`src/gpc_pkg.sv`:
```
// gpc_pkg: shared constants of the gpio pin control port
// assumes: one 8-pin port, byte-wide register port
package gpc_pkg;
  localparam int PIN_N = 8;
  localparam int ADDR_W = 3;
  // ------------------------------------------------------------
  // register offsets
  // ------------------------------------------------------------
  localparam logic [2:0] OFF_DATA = 3'h0;
  localparam logic [2:0] OFF_DIR = 3'h1;
  localparam logic [2:0] OFF_PULL = 3'h2;
  localparam logic [2:0] OFF_SLEW = 3'h3;
  localparam logic [2:0] OFF_DRIVE = 3'h4;
  localparam logic [2:0] OFF_PWR = 3'h5;
  // ------------------------------------------------------------
  // reset values
  // ------------------------------------------------------------
  localparam logic [7:0] RST_DATA = 8'h00;
  localparam logic [7:0] RST_DIR = 8'h00;
  localparam logic [7:0] RST_PULL = 8'h00;
  localparam logic [7:0] RST_SLEW = 8'hff;
  localparam logic [7:0] RST_DRIVE = 8'h00;
  localparam logic [7:0] ZERO8 = 8'h00;
  // ------------------------------------------------------------
  // power_mode_status_control fields
  // ------------------------------------------------------------
  localparam int PWR_FLAG_BIT = 0;
  localparam int PWR_ACK_BIT = 1;
  localparam int PWR_BLK_BIT = 2;
  localparam int PWR_RET_BIT = 3;
  // oscillator pins (port_g_pin_five / port_g_pin_six)
  localparam int OSC_OUT_PIN = 5;
  localparam int OSC_IN_PIN = 6;
endpackage : gpc_pkg

```
`src/gpc_pin_if.sv`:
```
// gpc_pin_if: per-pin controls from the register file to the pin mux
// assumes: both ends on sys_clk, all fields but the 1-bit osc_en 8 bits one per pin
`timescale 1ns/10ps
`default_nettype none
interface gpc_pin_if;
  logic [7:0] dir;
  logic [7:0] data;
  logic [7:0] pull;
  logic [7:0] slew;
  logic [7:0] drive;
  logic [7:0] per_en;
  logic [7:0] per_oe;
  logic [7:0] per_out;
  logic [7:0] ana_en;
  logic [7:0] key_in_en;
  logic osc_en;
  logic [7:0] oe;
  logic [7:0] out;
  logic [7:0] pu_on;
  logic [7:0] se_on;
  logic [7:0] hd_on;
  modport ctl(output dir, data, pull, slew, drive, per_en, per_oe,
    per_out, ana_en, key_in_en, osc_en, input oe, out, pu_on, se_on,
    hd_on);
  modport mux(input dir, data, pull, slew, drive, per_en, per_oe,
    per_out, ana_en, key_in_en, osc_en, output oe, out, pu_on, se_on,
    hd_on);
endinterface : gpc_pin_if
`default_nettype wire

```
`src/gpc_sync.sv`:
```
// gpc_sync: two-flop synchroniser for the pin levels
// assumes: pins change without regard to sys_clk
`timescale 1ns/10ps
`default_nettype none
module gpc_sync (
  input wire logic sys_clk,
  input wire logic resetn,
  input wire logic [7:0] async_in,
  output logic [7:0] sync_out
);
  logic [7:0] meta_ff;
  logic [7:0] sync_ff;

  always_ff @(posedge sys_clk) begin
    if (!resetn) begin
      meta_ff <= gpc_pkg::ZERO8;
      sync_ff <= gpc_pkg::ZERO8;
    end else begin
      meta_ff <= async_in;
      sync_ff <= meta_ff;
    end
  end

  assign sync_out = sync_ff;
endmodule : gpc_sync
`default_nettype wire

```
`src/gpc_pin_mux.sv`:
```
// gpc_pin_mux: per-pin ownership and pad control decode
// assumes: register controls come registered, peripheral and mode controls straight from the ports; result is registered by the caller
`timescale 1ns/10ps
`default_nettype none
module gpc_pin_mux (
  gpc_pin_if.mux pif
);
  function automatic logic is_osc_pin(input int idx);
    is_osc_pin = (idx == gpc_pkg::OSC_OUT_PIN) ||
      (idx == gpc_pkg::OSC_IN_PIN);
  endfunction : is_osc_pin

  genvar i;
  generate
    for (i = 0; i < gpc_pkg::PIN_N; i++) begin : g_pin
      logic osc;
      logic oe;
      assign osc = pif.osc_en && is_osc_pin(i);
      // analog outranks every digital owner, oscillator outranks port
      always_comb begin
        if (osc || pif.ana_en[i]) begin
          oe = 1'b0;
        end else if (pif.key_in_en[i]) begin
          oe = 1'b0;
        end else if (pif.per_en[i]) begin
          oe = pif.per_oe[i];
        end else begin
          oe = pif.dir[i];
        end
      end
      assign pif.oe[i] = oe;
      assign pif.out[i] = pif.per_en[i] ? pif.per_out[i] : pif.data[i];
      assign pif.pu_on[i] = pif.pull[i] && !oe && !osc &&
        !pif.ana_en[i];
      assign pif.se_on[i] = pif.slew[i] && oe;
      assign pif.hd_on[i] = pif.drive[i] && !osc;
    end
  endgenerate
endmodule : gpc_pin_mux
`default_nettype wire

```
`src/gpc_port.sv`:
```
// gpc_port: 8-pin general purpose port with pin control and stop
// handling, registers on a plain strobe port with one-cycle read data.
// assumes: peripheral and mode inputs synchronous to sys_clk; pad
// tristate/pull/slew/drive cells sit outside and obey the outputs.
//
// Summary of operation
// - direction 0: driver off, read pin level
// - direction 1: driver on, read latched data
// - one direction bit per pin, both jobs
// - direction bit picks read source under peripheral
// - enabled peripheral owns direction and output value
// - analog owner: digital off, reads zero
// - analog beats digital alternate function
// - keyboard input pin is always input
// - oscillator takes pins five and six
// - pin control separate from data/direction
// - pullup on only when pin not output
// - pullup off under analog ownership
// - slew limit only matters for outputs
// - drive bit selects high or low drive
// - partial power-down holds pins; software checks flag
// - I/O blocked until acknowledge written after wake
// - retained-logic stop keeps state, resumes at once
// - reset: inputs, no pullup, slew on, low drive
// - data write latches all bits always; the code drops data writes while blocked after wake
//
// Added by the designer: the register offsets and the plain strobed port.
`timescale 1ns/10ps
`default_nettype none
module gpc_port (
  input wire logic sys_clk,
  input wire logic resetn,
  input wire logic [2:0] reg_addr,
  input wire logic [7:0] reg_wdata,
  input wire logic reg_wr,
  input wire logic reg_rd,
  output logic [7:0] reg_rdata,
  input wire logic [7:0] pad_in,
  output logic [7:0] pad_out,
  output logic [7:0] pad_oe,
  output logic [7:0] pad_pullup,
  output logic [7:0] pad_slew_limit,
  output logic [7:0] pad_high_drive,
  output logic [7:0] periph_in,
  input wire logic [7:0] periph_en,
  input wire logic [7:0] periph_oe,
  input wire logic [7:0] periph_out,
  input wire logic [7:0] analog_en,
  input wire logic [7:0] key_in_en,
  input wire logic osc_en,
  input wire logic partial_powerdown_stop,
  input wire logic retained_logic_stop
);
  // ------------------------------------------------------------
  // state
  // ------------------------------------------------------------
  logic [7:0] data_ff;
  logic [7:0] dir_ff;
  logic [7:0] pull_ff;
  logic [7:0] slew_ff;
  logic [7:0] drive_ff;
  logic [7:0] rd_data_ff;
  logic [7:0] nxt_rd_data;
  logic [7:0] pin_sync;
  logic pd_stop_d_ff;
  logic ppd_flag_ff;
  logic blocked_ff;
  logic wake;
  logic ack_wr;
  logic hold;
  logic io_wr;
  logic [7:0] out_ff;
  logic [7:0] oe_ff;
  logic [7:0] pu_ff;
  logic [7:0] se_ff;
  logic [7:0] hd_ff;

  gpc_pin_if pif ();

  // ------------------------------------------------------------
  // pin input synchroniser and pin mux
  // ------------------------------------------------------------
  gpc_sync u_sync (
    .sys_clk(sys_clk),
    .resetn(resetn),
    .async_in(pad_in),
    .sync_out(pin_sync)
  );

  assign pif.dir = dir_ff;
  assign pif.data = data_ff;
  assign pif.pull = pull_ff;
  assign pif.slew = slew_ff;
  assign pif.drive = drive_ff;
  assign pif.per_en = periph_en;
  assign pif.per_oe = periph_oe;
  assign pif.per_out = periph_out;
  assign pif.ana_en = analog_en;
  assign pif.key_in_en = key_in_en;
  assign pif.osc_en = osc_en;

  gpc_pin_mux u_mux (
    .pif(pif)
  );

  // ------------------------------------------------------------
  // stop handling
  // ------------------------------------------------------------
  // wake from partial power-down is the falling edge of the mode level;
  // the retained-logic stop needs nothing: all state simply stays
  assign wake = pd_stop_d_ff && !partial_powerdown_stop;
  assign ack_wr = reg_wr && (reg_addr == gpc_pkg::OFF_PWR) &&
    reg_wdata[gpc_pkg::PWR_ACK_BIT];
  // wake edge holds too: blocked_ff only rises after it
  assign hold = partial_powerdown_stop || wake ||
    blocked_ff;
  assign io_wr = reg_wr && !blocked_ff;

  always_ff @(posedge sys_clk) begin
    if (!resetn) begin
      pd_stop_d_ff <= 1'b0;
    end else begin
      pd_stop_d_ff <= partial_powerdown_stop;
    end
  end

  // set wins over the acknowledge clear
  always_ff @(posedge sys_clk) begin
    if (!resetn) begin
      ppd_flag_ff <= 1'b0;
      blocked_ff <= 1'b0;
    end else if (wake) begin
      ppd_flag_ff <= 1'b1;
      blocked_ff <= 1'b1;
    end else if (ack_wr) begin
      ppd_flag_ff <= 1'b0;
      blocked_ff <= 1'b0;
    end
  end

  // ------------------------------------------------------------
  // parallel I/O registers
  // ------------------------------------------------------------
  always_ff @(posedge sys_clk) begin
    if (!resetn) begin
      data_ff <= gpc_pkg::RST_DATA;
    end else if (io_wr && reg_addr == gpc_pkg::OFF_DATA) begin
      data_ff <= reg_wdata;
    end
  end

  always_ff @(posedge sys_clk) begin
    if (!resetn) begin
      dir_ff <= gpc_pkg::RST_DIR;
    end else if (io_wr && reg_addr == gpc_pkg::OFF_DIR) begin
      dir_ff <= reg_wdata;
    end
  end

  // ------------------------------------------------------------
  // pin control registers, own decode only
  // ------------------------------------------------------------
  always_ff @(posedge sys_clk) begin
    if (!resetn) begin
      pull_ff <= gpc_pkg::RST_PULL;
      slew_ff <= gpc_pkg::RST_SLEW;
      drive_ff <= gpc_pkg::RST_DRIVE;
    end else if (io_wr) begin
      if (reg_addr == gpc_pkg::OFF_PULL) begin
        pull_ff <= reg_wdata;
      end
      if (reg_addr == gpc_pkg::OFF_SLEW) begin
        slew_ff <= reg_wdata;
      end
      if (reg_addr == gpc_pkg::OFF_DRIVE) begin
        drive_ff <= reg_wdata;
      end
    end
  end

  // ------------------------------------------------------------
  // read path
  // ------------------------------------------------------------
  always_comb begin
    nxt_rd_data = gpc_pkg::ZERO8;
    if (reg_addr == gpc_pkg::OFF_PWR) begin
      nxt_rd_data[gpc_pkg::PWR_FLAG_BIT] = ppd_flag_ff;
      nxt_rd_data[gpc_pkg::PWR_BLK_BIT] = blocked_ff;
      nxt_rd_data[gpc_pkg::PWR_RET_BIT] = retained_logic_stop;
    end else if (!blocked_ff) begin
      unique case (reg_addr)
        gpc_pkg::OFF_DATA: begin
          // direction picks source even under peripheral ownership
          nxt_rd_data = ((dir_ff & data_ff) | (~dir_ff & pin_sync)) &
            ~analog_en;
        end
        gpc_pkg::OFF_DIR: begin
          nxt_rd_data = dir_ff;
        end
        gpc_pkg::OFF_PULL: begin
          nxt_rd_data = pull_ff;
        end
        gpc_pkg::OFF_SLEW: begin
          nxt_rd_data = slew_ff;
        end
        gpc_pkg::OFF_DRIVE: begin
          nxt_rd_data = drive_ff;
        end
        default: begin
          nxt_rd_data = gpc_pkg::ZERO8;
        end
      endcase
    end
  end

  always_ff @(posedge sys_clk) begin
    if (!resetn) begin
      rd_data_ff <= gpc_pkg::ZERO8;
    end else if (reg_rd) begin
      rd_data_ff <= nxt_rd_data;
    end else begin
      rd_data_ff <= gpc_pkg::ZERO8;
    end
  end

  assign reg_rdata = rd_data_ff;

  // ------------------------------------------------------------
  // pad outputs, frozen while power-down latches hold
  // ------------------------------------------------------------
  always_ff @(posedge sys_clk) begin
    if (!resetn) begin
      out_ff <= gpc_pkg::ZERO8;
      oe_ff <= gpc_pkg::ZERO8;
      pu_ff <= gpc_pkg::ZERO8;
      se_ff <= gpc_pkg::ZERO8;
      hd_ff <= gpc_pkg::ZERO8;
    end else if (!hold) begin
      out_ff <= pif.out;
      oe_ff <= pif.oe;
      pu_ff <= pif.pu_on;
      se_ff <= pif.se_on;
      hd_ff <= pif.hd_on;
    end
  end

  assign pad_out = out_ff;
  assign pad_oe = oe_ff;
  assign pad_pullup = pu_ff;
  assign pad_slew_limit = se_ff;
  assign pad_high_drive = hd_ff;
  // analog pins feed no digital logic
  assign periph_in = pin_sync & ~analog_en;

  // ------------------------------------------------------------
  // assertions
  // ------------------------------------------------------------
  property p_rd_pin;
    @(posedge sys_clk) disable iff (!resetn)
    reg_rd && reg_addr == gpc_pkg::OFF_DATA && !blocked_ff |=>
      ((reg_rdata ^ $past(pin_sync)) & $past(~dir_ff & ~analog_en)) == 0;
  endproperty
  a_rd_pin: assert property (p_rd_pin)
    else $error("input pin read not pin level");

  property p_rd_latch;
    @(posedge sys_clk) disable iff (!resetn)
    reg_rd && reg_addr == gpc_pkg::OFF_DATA && !blocked_ff |=>
      ((reg_rdata ^ $past(data_ff)) & $past(dir_ff & ~analog_en)) == 0;
  endproperty
  a_rd_latch: assert property (p_rd_latch)
    else $error("output pin read not latched data");

  property p_rd_ana;
    @(posedge sys_clk) disable iff (!resetn)
    reg_rd && reg_addr == gpc_pkg::OFF_DATA |=>
      (reg_rdata & $past(analog_en)) == 0;
  endproperty
  a_rd_ana: assert property (p_rd_ana)
    else $error("analog pin read not zero");

  property p_pu_out;
    @(posedge sys_clk) disable iff (!resetn)
    (pad_pullup & pad_oe) == 0;
  endproperty
  a_pu_out: assert property (p_pu_out)
    else $error("pullup on a driven pin");

  property p_pu_ana;
    @(posedge sys_clk) disable iff (!resetn)
    !hold |=> (pad_pullup & $past(analog_en)) == 0;
  endproperty
  a_pu_ana: assert property (p_pu_ana)
    else $error("pullup on analog pin");

  property p_key_in;
    @(posedge sys_clk) disable iff (!resetn)
    !hold |=> (pad_oe & $past(key_in_en)) == 0;
  endproperty
  a_key_in: assert property (p_key_in)
    else $error("keyboard pin driven");

  property p_osc;
    @(posedge sys_clk) disable iff (!resetn)
    osc_en && !hold |=> !pad_oe[gpc_pkg::OSC_OUT_PIN] &&
      !pad_oe[gpc_pkg::OSC_IN_PIN] && !pad_pullup[gpc_pkg::OSC_IN_PIN];
  endproperty
  a_osc: assert property (p_osc)
    else $error("port drives oscillator pin");

  property p_hold;
    @(posedge sys_clk) disable iff (!resetn)
    hold |=> $stable(pad_out) && $stable(pad_oe) && $stable(pad_pullup);
  endproperty
  a_hold: assert property (p_hold)
    else $error("pins moved while held");

  property p_block;
    @(posedge sys_clk) disable iff (!resetn)
    blocked_ff && reg_wr && !ack_wr |=> blocked_ff && $stable(dir_ff)
      && $stable(data_ff);
  endproperty
  a_block: assert property (p_block)
    else $error("I/O written before acknowledge");

  property p_latch;
    @(posedge sys_clk) disable iff (!resetn)
    reg_wr && reg_addr == gpc_pkg::OFF_DATA && !blocked_ff |=>
      data_ff == $past(reg_wdata);
  endproperty
  a_latch: assert property (p_latch)
    else $error("data write not latched");
endmodule : gpc_port
`default_nettype wire

```
`config.mk`:
```
export PLATFORM = sky130hd
export DESIGN_NAME = gpc_port
export DESIGN_NICKNAME = d
export VERILOG_FILES = /design/src/gpc_pkg.sv /design/src/gpc_pin_if.sv /design/src/gpc_sync.sv /design/src/gpc_pin_mux.sv /design/src/gpc_port.sv
export SDC_FILE = /design/constraint.sdc
export NUM_CORES = 1
export LEC_CHECK = 0
export BUFFER_PORTS_ARGS = -buffer_cell sky130_fd_sc_hd__buf_2
export CAP_MARGIN = 40
export CORE_AREA = 2 2 102 104
export DETAILED_ROUTE_END_ITERATION = 7
export DIE_AREA = 0 0 104 106
export PLACE_DENSITY = 0.79
export SYNTH_ARGS = -nofsm -noshare
export SYNTH_HDL_FRONTEND = slang
export SYNTH_SLANG_ARGS = --single-unit
```
`constraint.sdc`:
```
create_clock -name sys_clk -period 1.7 [get_ports sys_clk]
set_input_delay 0 -clock sys_clk [delete_from_list [all_inputs] [get_ports sys_clk]]
set_output_delay 0 -clock sys_clk [all_outputs]
set_load 0.005 [all_outputs]
```
==> results_dict.tcl <==
set metrics [dict create \
    grt_pass1_wl_mm 22.5 \
    synthArstFlopShare 0 \
    place_congestion 0.905 \
    worstMarginPinSlew_ns 0.605 \
    layout.cells.most_common "buf_2" \
    end_kind "flop" \
    worstPathCellList "or4_4, or4_1, a21oi_1" \
    max_freq_ghz 0.611 \
    crit_buf_inv 0 \
    yosysTopAreaCell "dfxtp_1" \
    ctsLongestPathBuffers 2 \
    synth_edf_count 0 \
    antenna_cells 0 \
    cts_root_buf "clkbuf_8" \
    mostFrequentLayoutCells "121 x buf_2, 106 x dfxtp_1, 68 x a21oi_1" \
    setup_viol_count_final 0 \
    layout-drive-gt1-share 0.238 \
    io_pins 122 \
    post-route-period-util 0.963 \
    crit_required_ns 2.02 \
    cp_top_family "simple AND/OR/NAND/NOR gates" \
    finalSetupTns_ns 0 \
    worstSetupPathType "reg -> reg" \
    synth-seq-cells 106 \
    path_clk_slew_ns 0.09 \
    hpwlAfterDp_mm 9.55 \
    wl_mm 14.2 \
    die_width_um 104 \
    cpPeakStageDelay_ns 0.55 \
    dieArea_mm2 0.0110 \
    dr_total_vias 4694 \
    io_buffers 121 \
    syn_avg_cell_area_um2 8.68 \
    antenna_found_initial 0 \
    hold_viol_final 0 \
    synth_top_area_frac 0.467 \
    crit_arrival_ns 1.95 \
    cts_setup_buffers 0 \
    critPathMaxFanout 4 \
    place_area_mm2 0.00535 \
    drv_cap 0 \
    antenna_left 0 \
    cp-start-kind "flop" \
    fin_ws_ns 0.0626 \
    grt_util_all_layers 0.256 \
    p_leak_nw 2.40 \
    clock_sinks 106 \
    cts_buffers 9 \
    grt_max_degree 74 \
    final_util 0.604 \
    drc 0 \
    core_area_mm2 0.0100 \
    initial_core_util 0.455 \
    ys.flop_type "dfxtp_1" \
    cts_tree "done" \
    avgViaCountPerCell 5.67 \
    routedLengthMet1_mm 6.23 \
    ys_types 40 \
    wl_met2_mm 6.46 \
    fin_worst_skew_ns 0.00991 \
    cp_slowest_cell "or4_4" \
    netlist_area_mm2 0.00455 \
    die_h_um 106 \
    hp-class "in -> reg" \
    grt-ovfl-total 0 \
    period_minus_slack_ns 1.64 \
    insertion_delay_ns 0.38 \
    met3_length_mm 1.24 \
    wl_per_cell_um 17.2 \
    ys_seq_area_frac 0.467 \
    firstDrtPassIters 5 \
    grt_pass1_vias 4347 \
    final_cell_area_mm2 0.00604 \
    maxSlewViolCount 0 \
    first_iter_violations 505 \
    top_layer_used "met4" \
    rsz0062_at_grt "false" \
    syn-num-nets 590 \
    max-slew-margin-rel 0.597 \
    synthTopCellsByArea "dfxtp_1 47%, a21oi_1 7.5%, mux2i_1 6.4%, nand3_1 6.1%, o21ai_0 4.5%" \
    p_per_area_mw_per_mm2 782 \
    status "finished, final reports clean" \
    area_growth_pct 32.9 \
    row_count 37 \
    syn_inst 524 \
    yosys_warnings 0 \
    layout.nets 754 \
    ctsHtreeMaxLevel 3 \
    place_ws_ns 0.0979 \
    ir_worst_vdd_mv 0.389 \
]
-- worst min-delay path, stage by stage --
cell and delay (ns):
buf_2 0.12, mux2i_1 0.14, a211oi_1 0.08
-- synth_stat cells (3+ instances only) --
cell and number:
a2111o_1 6, a211oi_1 10, a21oi_1 68, and2_1 17
buf_2 3, clkbuf_1 32, dfxtp_1 106, inv_1 13
mux2_2 6, mux2i_1 29, nand2_1 41, nand2b_1 9
nand3_1 55, nand3b_1 9, nand4_1 6, nor2_1 16
nor2b_1 11, nor3_1 3, o21a_1 4, o21ai_0 41
o32a_1 4, o32ai_1 7, or4_1 4
-- worst paths after layout --
| check | startpoint | slack [ns] | depth (start not counted) | end |
|---|---|---|---|---|
| max | blocked_ff$_SDFFE_PN0P_ | 0.06 | 3 | pad_slew_limit[5]$_SDFFE_PN0N_ |
| min | periph_en[7] | 0.01 | 3 | pad_out[7]$_SDFFE_PN0N_ |
| max reg2reg | blocked_ff$_SDFFE_PN0P_ | 0.06 | 3 | pad_slew_limit[5]$_SDFFE_PN0N_ |
| min reg2reg | u_sync.meta_ff[7]$_SDFF_PN0_ | 0.44 | 1 | u_sync.sync_out[7]$_SDFF_PN0_ |
-- per-stage QoR --
stage	hold WS, ns	cells	power [mW]
2_1_floorplan	0.0302	524	2.95
3_3_place_gp	0.206	761	3.21
3_5_place_dp	0.212	761	3.23
4_1_cts	0.00385	828	4.70
5_1_grt	0.0448	828	4.87
6_report	0.0116	828	4.73
-- layer usage --
metal | track usage | vias to the layer above
li1 | - | 2203
met1 | 0.341 | 2205
met2 | 0.410 | 256
met3 | 0.0576 | 30
met4 | 0.0888 | 0
met5 | 0 | -
-- state kept, by name, indices dropped and copies added (netlist names) --
| name | cells |
|---|---|
| data_ff | 8 |
| dir_ff | 8 |
| drive_ff | 8 |
| pad_high_drive | 8 |
| pad_oe | 8 |
| pad_out | 8 |
| pad_pullup | 8 |
| pad_slew_limit | 8 |
| pif.pull | 8 |
| pif.slew | 8 |
| reg_rdata | 8 |
| u_sync.meta_ff | 8 |
| u_sync.sync_out | 8 |
| blocked_ff | 1 |
| pd_stop_d_ff | 1 |
-- layout make-up --
class	instances	area (um^2)
Fill cell	860	3960
Multi-Input combinational cell	366	2230
Sequential cell	106	2120
Timing Repair Buffer	191	1300
Tap cell	136	170
Clock buffer	13	159
Inverter	14	52.6
Clock inverter	2	12.5
-- logic make-up (layout without fill, tap and decap cells) --
| kind of cell | Yosys count | after routing | share of synthesized area |
|---|---|---|---|
| and+or+nand+nor | 184 | 184 | 0.216 |
| AOI/OAI and AO/OA | 147 | 147 | 0.194 |
| DFF | 106 | 106 | 0.467 |
| buffers and inverters | 52 | 220 | 0.0454 |
| muxes | 35 | 35 | 0.0787 |
-- power breakdown --
part	switching (mW)	internal (mW)
clock network	0.838	0.605
logic	0.373	0.316
registers	0.0442	2.55
-- what timing repair did --
item                                   4_1_cts  5_1_grt
hold buffers                                52        0
gates resized for setup                      0        1
setup endpoints to repair                    0        4
endpoints found under the hold margin       87        0
No activity file was read; power rests on OpenSTA's default activity.
